## config.mk

```make
export PLATFORM = sky130hd
export DESIGN_NAME = mpws_sequencer
export DESIGN_NICKNAME = d
export VERILOG_FILES = /design/src/logic/mpws_pkg.sv /design/src/logic/mpws_pulse_meter.sv /design/src/logic/mpws_sequencer.sv
export VERILOG_INCLUDE_DIRS = /design/src /design/src/logic
export SDC_FILE = /design/constraint.sdc
export NUM_CORES = 1
export LEC_CHECK = 0
export ABC_CLOCK_PERIOD_IN_PS = 2200
export BUFFER_PORTS_ARGS = -buffer_cell sky130_fd_sc_hd__buf_4
export CELL_PAD_IN_SITES_DETAIL_PLACEMENT = 1
export CELL_PAD_IN_SITES_GLOBAL_PLACEMENT = 2
export CORE_MARGIN = 2
export CORE_UTILIZATION = 38
export CTS_CLUSTER_DIAMETER = 40
export DETAILED_ROUTE_END_ITERATION = 12
export PLACE_DENSITY = 0.79
export SYNTH_ARGS = -nofsm -noshare
export SYNTH_HDL_FRONTEND = slang
export SYNTH_HIERARCHICAL = 1
export SYNTH_SLANG_ARGS = --single-unit
```

## constraint.sdc

```tcl
create_clock -name ref_clk -period 2.2 [get_ports ref_clk]
set_input_delay 0.11 -clock ref_clk [delete_from_list [all_inputs] [get_ports ref_clk]]
set_output_delay 0.11 -clock ref_clk [all_outputs]
set_load 0.005 [all_outputs]
```

## src/logic/mpws_params.svh

```systemverilog
// Timing constants and counter width of the power and wake sequencer
`ifndef MPWS_PARAMS_SVH
`define MPWS_PARAMS_SVH
`define MPWS_CLK_HZ        25000000
`define MPWS_ON_MIN_MS     500
`define MPWS_ON_MAX_MS     1000
`define MPWS_OFF_MIN_MS    650
`define MPWS_OFF_MAX_MS    1500
`define MPWS_WAKE_LOW_MS   200
`define MPWS_RESET_MIN_MS  100
`define MPWS_CYC_PER_MS    (`MPWS_CLK_HZ / 1000)
`define MPWS_MS_CYCLES(ms, cpm) ((ms) * (cpm))
`define MPWS_CNT_W         26
`endif

```

## src/logic/mpws_pkg.sv

```systemverilog
// Types shared by the power and wake sequencer
package mpws_pkg;
   typedef enum logic [2:0]
   {
      MPWS_OFF,
      MPWS_BOOT,
      MPWS_RUN,
      MPWS_PSAVE,
      MPWS_SHUTDOWN
   } mpws_state_t;
endpackage

```

## src/logic/mpws_pulse_meter.sv

```systemverilog
// Low-pulse width meter for an active-low input line
`timescale 1ns/100ps
module mpws_pulse_meter
#(
   parameter int CNT_W = 26
)
(
   input  wire logic             ref_clk,   // System clock
   input  wire logic             reset,     // Async reset, active high
   input  wire logic             line_n,    // Active-low line
   output logic                  released,  // Pulse on low-to-high edge
   output logic [CNT_W-1:0]      width      // Low time in cycles
);
   // -----------------------------------------------------------------
   // Width counter
   // -----------------------------------------------------------------
   logic             prev;   // Previous line level
   logic [CNT_W-1:0] count;  // Running low count

   // Count cycles while low, saturating
   always_ff @(posedge ref_clk or posedge reset)
   begin
      if (reset)
         count <= '0;
      else if (line_n)
         count <= '0;
      else if (~&count)
         count <= count + 1'b1;
   end

   // Edge detect and latch width at release
   always_ff @(posedge ref_clk or posedge reset)
   begin
      if (reset)
      begin
         prev     <= 1'b1;
         released <= 1'b0;
         width    <= '0;
      end
      else
      begin
         prev     <= line_n;
         released <= line_n & ~prev;
         if (line_n & ~prev)
            width <= count;
      end
   end
endmodule

```

## src/logic/mpws_sequencer.sv

```systemverilog
// Power, reset and wake sequencer of the cellular module
`timescale 1ns/100ps
`include "mpws_params.svh"
module mpws_sequencer
   import mpws_pkg::*;
#(
   parameter int CNT_W      = `MPWS_CNT_W,       // Counter width
   parameter int CYC_PER_MS = `MPWS_CYC_PER_MS   // Clock cycles per ms
)
(
   input  wire logic ref_clk,              // 25 MHz clock
   input  wire logic reset,                // Async reset, active high
   input  wire logic power_key_n,          // Power key, active low
   input  wire logic reset_n,              // Module reset line, low
   input  wire logic wake_trigger,         // Wake line, pulled low
   input  wire logic power_down_command,   // Power-down command pulse
   input  wire logic power_saving_enable_command, // Enable level
   input  wire logic periodic_update_timer,       // Timer expiry pulse
   output logic      powered,              // Module running
   output logic      uart_enable,          // Main UART accessible
   output logic      registered_deep_sleep,// In deep sleep
   output logic      module_reset          // Internal reset pulse
);
   // -----------------------------------------------------------------
   // Timing counts
   // -----------------------------------------------------------------
   localparam logic [CNT_W-1:0] ON_MIN =
      CNT_W'(`MPWS_MS_CYCLES(`MPWS_ON_MIN_MS, CYC_PER_MS));
   localparam logic [CNT_W-1:0] ON_MAX =
      CNT_W'(`MPWS_MS_CYCLES(`MPWS_ON_MAX_MS, CYC_PER_MS));
   localparam logic [CNT_W-1:0] OFF_MIN =
      CNT_W'(`MPWS_MS_CYCLES(`MPWS_OFF_MIN_MS, CYC_PER_MS));
   localparam logic [CNT_W-1:0] OFF_MAX =
      CNT_W'(`MPWS_MS_CYCLES(`MPWS_OFF_MAX_MS, CYC_PER_MS));
   localparam logic [CNT_W-1:0] WAKE_WIN =
      CNT_W'(`MPWS_MS_CYCLES(`MPWS_WAKE_LOW_MS, CYC_PER_MS));
   localparam logic [CNT_W-1:0] RST_MIN =
      CNT_W'(`MPWS_MS_CYCLES(`MPWS_RESET_MIN_MS, CYC_PER_MS));

   // -----------------------------------------------------------------
   // Declarations
   // -----------------------------------------------------------------
   mpws_state_t      state;        // Sequencer state
   logic             key_rel;      // Power key released
   logic [CNT_W-1:0] key_w;        // Key low width
   logic             rst_rel;      // Reset line released
   logic [CNT_W-1:0] rst_w;        // Reset low width
   logic [CNT_W-1:0] win;          // Wake-low window timer
   logic             woke_by_host; // Wake trigger seen high since wake
   logic             wake;         // Resolved wake level
   logic             cmd_off;      // Last power-down was by command

   // Undriven line is already resolved low by the board pull-down
   assign wake = wake_trigger;

   // Is a width within inclusive window
   function automatic logic in_win(input logic [CNT_W-1:0] w,
                                   input logic [CNT_W-1:0] lo,
                                   input logic [CNT_W-1:0] hi);
      in_win = (w >= lo) && (w <= hi);
   endfunction

   // -----------------------------------------------------------------
   // Pulse meters
   // -----------------------------------------------------------------
   mpws_pulse_meter #(.CNT_W(CNT_W)) u_key
   (
      .ref_clk  (ref_clk),
      .reset    (reset),
      .line_n   (power_key_n),
      .released (key_rel),
      .width    (key_w)
   );

   mpws_pulse_meter #(.CNT_W(CNT_W)) u_rst
   (
      .ref_clk  (ref_clk),
      .reset    (reset),
      .line_n   (reset_n),
      .released (rst_rel),
      .width    (rst_w)
   );

   // -----------------------------------------------------------------
   // Main state machine
   // -----------------------------------------------------------------
   always_ff @(posedge ref_clk or posedge reset)
   begin
      if (reset)
      begin
         state   <= MPWS_OFF;
         win     <= '0;
         cmd_off <= 1'b0;
      end
      else
      begin
         case (state)
            // Powered off, waiting for a valid on-pulse
            MPWS_OFF:
               if (key_rel && in_win(key_w, ON_MIN, ON_MAX))
                  state <= MPWS_RUN;
            // Unused transient state, go back to off
            MPWS_BOOT:
               state <= MPWS_OFF;
            // Running normally
            MPWS_RUN:
            begin
               if (key_rel && in_win(key_w, OFF_MIN, OFF_MAX))
               begin
                  state   <= MPWS_SHUTDOWN;
                  win     <= '0;
                  cmd_off <= 1'b0;
               end
               else if (power_down_command)
               begin
                  state   <= MPWS_SHUTDOWN;
                  win     <= '0;
                  cmd_off <= 1'b1;
               end
               else if (power_saving_enable_command && !wake)
                  state <= MPWS_PSAVE;
            end
            // Deep sleep; host wake or timer expiry leaves it
            MPWS_PSAVE:
               if (wake || periodic_update_timer)
                  state <= MPWS_RUN;
            // Waiting for wake low inside its window
            MPWS_SHUTDOWN:
            begin
               if (!wake)
                  state <= MPWS_OFF;
               else if (win >= WAKE_WIN)
                  state <= MPWS_RUN;  // Window missed, back to run
               else
                  win <= win + 1'b1;
            end
            default:
               state <= MPWS_OFF;
         endcase
      end
   end

   // Track whether host raised wake since the last deep-sleep exit
   always_ff @(posedge ref_clk or posedge reset)
   begin
      if (reset)
         woke_by_host <= 1'b0;
      else if (state == MPWS_OFF)
         woke_by_host <= wake;
      else if (state == MPWS_PSAVE)
         woke_by_host <= 1'b0;
      else if (wake)
         woke_by_host <= 1'b1;
   end

   // -----------------------------------------------------------------
   // Outputs
   // -----------------------------------------------------------------
   always_ff @(posedge ref_clk or posedge reset)
   begin
      if (reset)
      begin
         powered               <= 1'b0;
         uart_enable           <= 1'b0;
         registered_deep_sleep <= 1'b0;
      end
      else
      begin
         powered               <= (state == MPWS_RUN);
         registered_deep_sleep <= (state == MPWS_PSAVE);
         uart_enable <= (state == MPWS_RUN) && wake
                        && woke_by_host;
      end
   end

   // Reset pulse after a long enough reset-line low
   always_ff @(posedge ref_clk or posedge reset)
   begin
      if (reset)
         module_reset <= 1'b0;
      else
         module_reset <= rst_rel && (rst_w >= RST_MIN);
   end
endmodule

```

==> flow_summary.json, run 1 <==
{
  "status": "finished clean",
  "hold_violations": 0,
  "globalplace.congestion": 0.859,
  "fillers": 1962,
  "startpoint_type": "register",
  "synth.avg_cell_area_sq_um": 10.2,
  "antenna_found_initial": 0,
  "final-setup-viol-count": 0,
  "syn_area_sq_um": 6970,
  "hold_class": "in -> reg",
  "yosysWarnings": 6,
  "cp.arrival_ns": 2.38,
  "final_common_cell": "dfrtp_1",
  "r2r_end": "win[20]",
  "cts_buffer_depth": 2,
  "switching_share": 0.274,
  "nets": 747,
  "power.switching_uw": 1910,
  "rsz0062_at_grt": "false",
  "skew_ns": 0.00796,
  "syn_nets": 698,
  "seq_area_sq_um": 3430,
  "grt_pass1_vias": 5812,
  "pin_count": 12,
  "finalPower_uw": 6980,
  "power_leakage_uw": 0.00366,
  "crit_required_ns": 2.49,
  "wl_um": 18200,
  "cp_num_buf_inv": 1,
  "gr-total-overflow": 0,
  "drive_gt1_frac": 0.231,
  "p_per_area_nw_per_um2": 836,
  "num_vias": 5497,
  "initial_core_util": 0.388,
  "route.detailed.wl_per_inst_um": 18.6,
  "grt_pass1_wl_um": 30600,
  "final_cell_mix": "dfrtp_1, buf_4, nor2_1",
  "fmax_mhz": 479,
  "grtUsageMet3": 0.0396,
  "vdd_ir_drop_max_mv": 0.649,
  "tightestPinTransition_ns": 0.611,
  "place_hpwl_um": 12500,
  "ff2ff_setup_slack_ns": 0.11,
  "ant_nets": 0,
  "cts.sinks": 137,
  "cts-root-buf": "clkbuf_16",
  "layout_min_cycle_time_ns": 2.09,
  "num_antenna_cells": 0,
  "combPwrFrac": 0.131,
  "seq_power_share": 0.411,
  "die_h_um": 139,
  "cp-startpoint": "u_key/width[11]",
  "first_iter_violations": 273,
  "crit_path_max_incr_delay_ns": 0.42,
  "r2r-start": "u_key/width[11]",
  "coreArea_sq_um": 18000,
  "row_count": 49,
  "slew_violations": 0,
  "gr-usage-met2": 0.323,
  "intPower_uw": 5070,
  "relSlewSlack": 0.592,
  "crit_family": "compound AO/OA/AOI/OAI gates",
  "crit_fanout": 12,
  "met1_usage": 0.264,
  "path_cells": "nand4b_1, a211o_1, a311oi_2, o22ai_2, buf_4, a211oi_1, o21ai_0",
  "path_clk_slew_ns": 0.06,
  "crit_end": "win[20]",
  "drc": 0,
  "portBuffers": 11,
  "slowest_stage": "dfrtp_1",
  "worstRegToRegCells": 7,
  "die_w_um": 139,
  "p_clk_frac": 0.458,
  "multi_input_area_sq_um": 3330,
  "synthCells": 684,
  "cts_tree": "done",
  "max_cap_viol_count": 0,
  "grt_max_degree": 35,
  "numCtsBuffers": 17,
  "htree_levels": 4,
  "synthToLayoutAreaGrowth_pct": 19.7,
  "path_class": "reg -> reg",
  "drtPass1Iterations": 4,
  "end_kind": "register",
  "fin_tns_setup_ns": 0,
  "dieArea_sq_um": 19500,
  "grt_usage": 0.197,
  "period_share": 0.950,
  "path_depth": 7,
  "viasPerCell": 5.64,
  "grt-busiest-layer": "met2",
  "worstSkewPairLatency_ns": 0.43
}
## metal layers
metal / wire length, um / part of all wire
met2: 8890 / 0.49
met5: 0 / 0
met4: 274 / 0.015
met3: 413 / 0.023
met1: 8580 / 0.47
## final cells by class
class,count,area share
timing repair buffer,65,0.0644
sequential,137,0.411
clock buffer,18,0.0526
multi-input combinational,485,0.399
tap,229,0.0343
inverter,27,0.0124
clock inverter,14,0.0264
## power by group through the flow
stage                     clock (uW)  sequential (uW)  combinational, uW
after floorplan                    0             2830                644
final                           3200             2870                915
after CTS                       3260             2860                914
after global placement             0             2880                837
after global routing            3370             2900               1030
after detailed placement           0             2900                892
## worst min path at each step
| stage | startpoint | end | slack (ns) | depth (start not counted) |
|---|---|---|---|---|
| floorplan | power_key_n | u_key/prev | 0.11 | 0 |
| global placement | reset | u_rst/width[14] | 0.21 | 2 |
| detailed placement | reset | u_rst/width[15] | 0.22 | 2 |
| CTS | periodic_update_timer | state[0] | 0.03 | 4 |
| global route | periodic_update_timer | state[0] | 0.06 | 4 |
| finish | periodic_update_timer | state[0] | 0.03 | 4 |
## timing repair
action	in CTS	in global routing
hold buffers	5	0
gates resized for setup	1	12
pin swaps	0	0
gates cloned	0	0
setup buffers	0	0
endpoints found under the hold margin	87	0
endpoints found under the setup margin	1	33
## flip-flops by register name, summed over array words and instances (netlist names), 3 cells and up
register / flops
state: 3
u_rst/width: 21
win: 26
u_rst/count: 26
u_key/count: 26
u_key/width: 26
## metrics by stage
| step | cells | worst slack, ns | hold slack (ns) | util | area [sq um] |
|---|---|---|---|---|---|
| after global routing | 975 | 0.00438 | 0.0595 | 0.465 | 8350 |
| final | 975 | 0.111 | 0.0334 | 0.465 | 8350 |
| after global placement | 938 | 0.120 | 0.214 | 0.422 | 7580 |
| after detailed placement | 938 | 0.0220 | 0.223 | 0.422 | 7580 |
| after CTS | 975 | 0.0294 | 0.0252 | 0.462 | 8290 |
| after floorplan | 684 | 0.175 | 0.114 | - | 6970 |
## worst register-to-register path: stages, from the launching register on
cell and delay [ns]:
dfrtp_1 0.42, nand4b_1 0.22, a211o_1 0.31, a311oi_2 0.29
o22ai_2 0.13, buf_4 0.21, a211oi_1 0.24, o21ai_0 0.13
No activity file was read; power rests on OpenSTA's default activity.
==> run 2, diff against run 1 <==
==> constraint.sdc (replaced) <==
create_clock -name ref_clk -period 2.2 [get_ports ref_clk]
set_input_delay 0.44 -clock ref_clk [delete_from_list [all_inputs] [get_ports ref_clk]]
set_output_delay 0.44 -clock ref_clk [all_outputs]
set_load 0.005 [all_outputs]
==> flow_summary.json, run 2 (synthesized netlist as in run 1, its figures left out) <==
{
  "final_common_cell": "dfrtp_1",
  "portBuffers": 11,
  "place_hpwl_um": 12900,
  "cts_tree": "done",
  "r2r_end": "u_rst/count[14]",
  "grt_usage": 0.197,
  "p_per_area_nw_per_um2": 806,
  "route.detailed.wl_per_inst_um": 18.9,
  "globalplace.congestion": 0.835,
  "drive_gt1_frac": 0.238,
  "power_leakage_uw": 0.00361,
  "synthToLayoutAreaGrowth_pct": 18.4,
  "status": "finished clean",
  "nets": 746,
  "coreArea_sq_um": 18000,
  "skew_ns": 0.0105,
  "path_class": "reg -> reg",
  "fin_ws_ns": 0.104,
  "pin_count": 12,
  "num_vias": 5465,
  "grt_max_degree": 35,
  "ff2ff_setup_slack_ns": 0.10,
  "row_count": 49,
  "tightestPinTransition_ns": 0.572,
  "crit_required_ns": 2.53,
  "numCtsBuffers": 17,
  "ant_nets": 0,
  "dieArea_sq_um": 19500,
  "first_iter_violations": 315,
  "wl_um": 18400,
  "die_w_um": 139,
  "end_kind": "register",
  "fmax_mhz": 477,
  "die_h_um": 139,
  "htree_levels": 4,
  "path_clk_slew_ns": 0.06,
  "hold_class": "in -> async",
  "layout_min_cycle_time_ns": 2.10,
  "final-setup-viol-count": 0,
  "cp.arrival_ns": 2.42,
  "cts.sinks": 137,
  "hold_violations": 0,
  "viasPerCell": 5.61,
  "period_share": 0.953,
  "gr-total-overflow": 0,
  "postCtsHoldBufs": 0,
  "initial_core_util": 0.388,
  "fillers": 1983,
  "vdd_ir_drop_max_mv": 0.647,
  "num_antenna_cells": 0,
  "startpoint_type": "register",
  "cts_buffer_depth": 2,
  "max_cap_viol_count": 0,
  "crit_fanout": 9,
  "fin_util": 0.460,
  "drtPass1Iterations": 4,
  "fin_tns_setup_ns": 0,
  "drc": 0,
  "grt_pass1_vias": 5984,
  "r2r-start": "u_rst/count[4]",
  "antenna_found_initial": 0,
  "worstRegToRegCells": 4,
  "grt_pass1_wl_um": 30900,
  "final_cell_mix": "dfrtp_1, buf_4, nor2_1",
  "worstSkewPairLatency_ns": 0.42,
  "dp_slack_ns": 0.00500,
  "slew_violations": 0,
  "cts-root-buf": "clkbuf_16",
  "relSlewSlack": 0.615
}
-- run 2: cell count changes in the layout (fill, tap and decap cells not counted), sizes merged --
cell | before | now
clkbuf | 18 | 19
dlygate4sd3 | 5 | 0
clkinvlp | 1 | 3
clkinv | 6 | 5
bufinv | 5 | 2
buf | 60 | 64
inv | 29 | 30
-- run 2: through the flow --
stage,area (sq um),power (uW),hold slack (ns),instances
4_1_cts,8170,6700,0.0475,970
6_report,8260,6650,0.0461,974
3_3_place_gp,7570,3730,0.462,938
5_1_grt,8260,6950,0.0607,974
2_1_floorplan,6970,3480,0.444,684
3_5_place_dp,7570,3800,0.494,938
-- run 2: worst max-delay path by stage --
| stage | from | endpoint | slack [ns] |
|---|---|---|---|
| floorplan | u_key/count[17] | u_key/count[22] | 0.18 |
| global placement | u_key/width[16] | win[10] | 0.1 |
| detailed placement | win[0] | win[22] | 0.005 |
| CTS | u_key/width[11] | win[21] | 0.009 |
| global route | u_key/width[11] | win[10] | -0.005 |
| finish | u_rst/count[4] | u_rst/count[14] | 0.10 |
-- run 2: layout make-up --
type	count	area, sq um	share of cell area
timing repair buffer	64	505	0.0612
tap	229	287	0.0347
clock buffer	19	443	0.0536
clock inverter	13	145	0.0176
inverter	27	104	0.0126
multi-input combinational	485	3340	0.404
sequential	137	3430	0.416
-- run 2: routing by layer --
metal	wire length, um	part of all wire	GRT usage
met5	0	0	0
met1	8480	0.46	0.254
met2	9060	0.49	0.330
met3	637	0.035	0.0454
met4	263	0.014	0.0595
-- run 2: timing repair --
action | CTS | global route
pin swaps | 0 | 2
setup buffers | 0 | 4
resized for setup | 4 | 11
setup endpoints to repair | 5 | 40
-- run 2: critical path, cell delays in order (launching register included) --
cell and delay (ns):
dfrtp_1 0.45, nand4_1 0.16, or4_1 0.71, or4_4 0.56, o21ai_0 0.12
-- run 2: power by group --
group / internal [uW] / switching, uW / leakage [uW]
combinational: 362 / 560 / 0.00144
sequential: 2660 / 207 / 0.00188
clock: 1710 / 1150 / 0.000280
==> run 3, diff against run 2 <==
- ABC_AREA: default -> 1
- CORE_UTILIZATION: 38 -> 33
- CTS_CLUSTER_DIAMETER: 40 -> 50
- PLACE_DENSITY: 0.79 -> 0.78
==> flow_summary.json, run 3 <==
{
  "path_cells": "nand2_1, inv_1, nand2_1, nor2_2, nand3_1, nand2_1, nand2_1, nand2_1, nand2_2, nand2_2, nand2_8, buf_4, nand2_1, o21ai_0",
  "synth.avg_cell_area_sq_um": 7.11,
  "fmax_mhz": 507,
  "cts_setup_buffers": 0,
  "ctsResizeCount": 0,
  "die_h_um": 158,
  "numCtsBuffers": 17,
  "ant_nets": 0,
  "crit_family": "simple AND/OR/NAND/NOR gates",
  "cp.arrival_ns": 2.27,
  "max_cap_viol_count": 0,
  "grt_pass1_wl_um": 36900,
  "syn_nets": 1113,
  "grt_pass1_vias": 7180,
  "crit_required_ns": 2.50,
  "num_vias": 6962,
  "slew_violations": 0,
  "dieArea_sq_um": 24900,
  "initial_core_util": 0.335,
  "final_common_cell": "nand2_1",
  "yosysWarnings": 6,
  "nets": 1136,
  "first_iter_violations": 370,
  "hold_class": "in -> async",
  "route.detailed.wl_per_inst_um": 15.0,
  "tightestPinTransition_ns": 0.681,
  "met2_length_um": 10000,
  "r2r-start": "u_key/width[20]",
  "cts_buffer_depth": 2,
  "wl_um": 21900,
  "pin_count": 12,
  "die_w_um": 158,
  "vdd_ir_drop_max_mv": 0.412,
  "cts-root-buf": "clkbuf_16",
  "hold_violations": 0,
  "fillers": 2933,
  "antenna_found_initial": 0,
  "cts_tree": "done",
  "row_count": 56,
  "end_kind": "register",
  "p_per_area_nw_per_um2": 707,
  "synthToLayoutAreaGrowth_pct": 14.2,
  "worstRegToRegCells": 14,
  "wl_met1_um": 11300,
  "syn_area_sq_um": 7820,
  "path_clk_slew_ns": 0.06,
  "num_antenna_cells": 0,
  "cp_num_buf_inv": 2,
  "skew_ns": 0.0129,
  "place_hpwl_um": 16300,
  "fin_tns_setup_ns": 0,
  "cts.sinks": 137,
  "synthCells": 1099,
  "cp-startpoint": "u_key/width[20]",
  "final_cell_mix": "nand2_1, nor2_1, dfrtp_1",
  "worstSkewPairLatency_ns": 0.43,
  "gr-total-overflow": 0,
  "crit_path_max_incr_delay_ns": 0.41,
  "crit_top_cell": "nand2_1",
  "portBuffers": 11,
  "final-setup-viol-count": 0,
  "drive_gt1_frac": 0.0926,
  "slowest_stage": "dfrtp_1",
  "grt_usage": 0.189,
  "status": "finished clean",
  "coreArea_sq_um": 23300,
  "dr_wl_met3_um": 415,
  "globalplace.congestion": 0.811,
  "drc": 0,
  "drtPass1Iterations": 4,
  "period_share": 0.896,
  "r2r_end": "win[5]",
  "crit_end": "win[5]",
  "htree_levels": 4,
  "postCtsHoldBufs": 0,
  "ff2ff_setup_slack_ns": 0.23,
  "crit_fanout": 21,
  "grt_max_degree": 50,
  "startpoint_type": "register",
  "viasPerCell": 4.79,
  "layout_min_cycle_time_ns": 1.97,
  "path_class": "reg -> reg",
  "relSlewSlack": 0.545,
  "routed.top_layer": "met4",
  "finalPower_uw": 6310,
  "power_leakage_uw": 0.00393,
  "path_depth": 14
}
## run 3: power breakdown
part / internal, uW / switching, uW
combinational: 222 / 470
sequential: 2600 / 59.9
clock: 1800 / 1160
## run 3: worst min-delay path, delay by kind of cell
| kind | cells | cell delay, ns |
|---|---|---|
| buffers and inverters | 3 | 0.47 |
## run 3: cell type report
type	instances	area (sq um)	area share
multi-input cells	810	3760	0.421
flip-flops and latches	137	3430	0.385
inverters	128	480	0.0538
clock buffers	19	443	0.0496
well taps	319	399	0.0447
repair buffers	28	260	0.0292
clock inverters	12	150	0.0168
## run 3: how the worst min path moves through the flow
stage | cells after the start | end | slack (ns) | start
detailed placement | 2 | module_reset | 0.43 | u_rst/released
global route | 3 | u_rst/count[25] | 0.11 | reset
CTS | 3 | u_rst/count[25] | 0.09 | reset
finish | 3 | u_rst/width[7] | 0.1 | reset
floorplan | 2 | module_reset | 0.41 | u_rst/released
global placement | 2 | module_reset | 0.44 | u_rst/released
## run 3: per-stage QoR
step / cells / util / hold WS, ns / cell area, sq um / worst slack [ns]
detailed placement: 1422 / 0.356 / 0.434 / 8300 / 0.148
global route: 1453 / 0.383 / 0.110 / 8920 / -0.00880
global placement: 1422 / 0.356 / 0.441 / 8300 / 0.144
finish: 1453 / 0.383 / 0.0986 / 8920 / 0.228
CTS: 1453 / 0.381 / 0.0894 / 8890 / 0.104
floorplan: 1099 / - / 0.413 / 7820 / 0.447
## run 3: metal layers
layer | vias up | track usage
li1 | 3538 | -
met1 | 3367 | 0.263
met2 | 45 | 0.305
met3 | 12 | 0.0320
met4 | 0 | 0.0459
met5 | - | 0
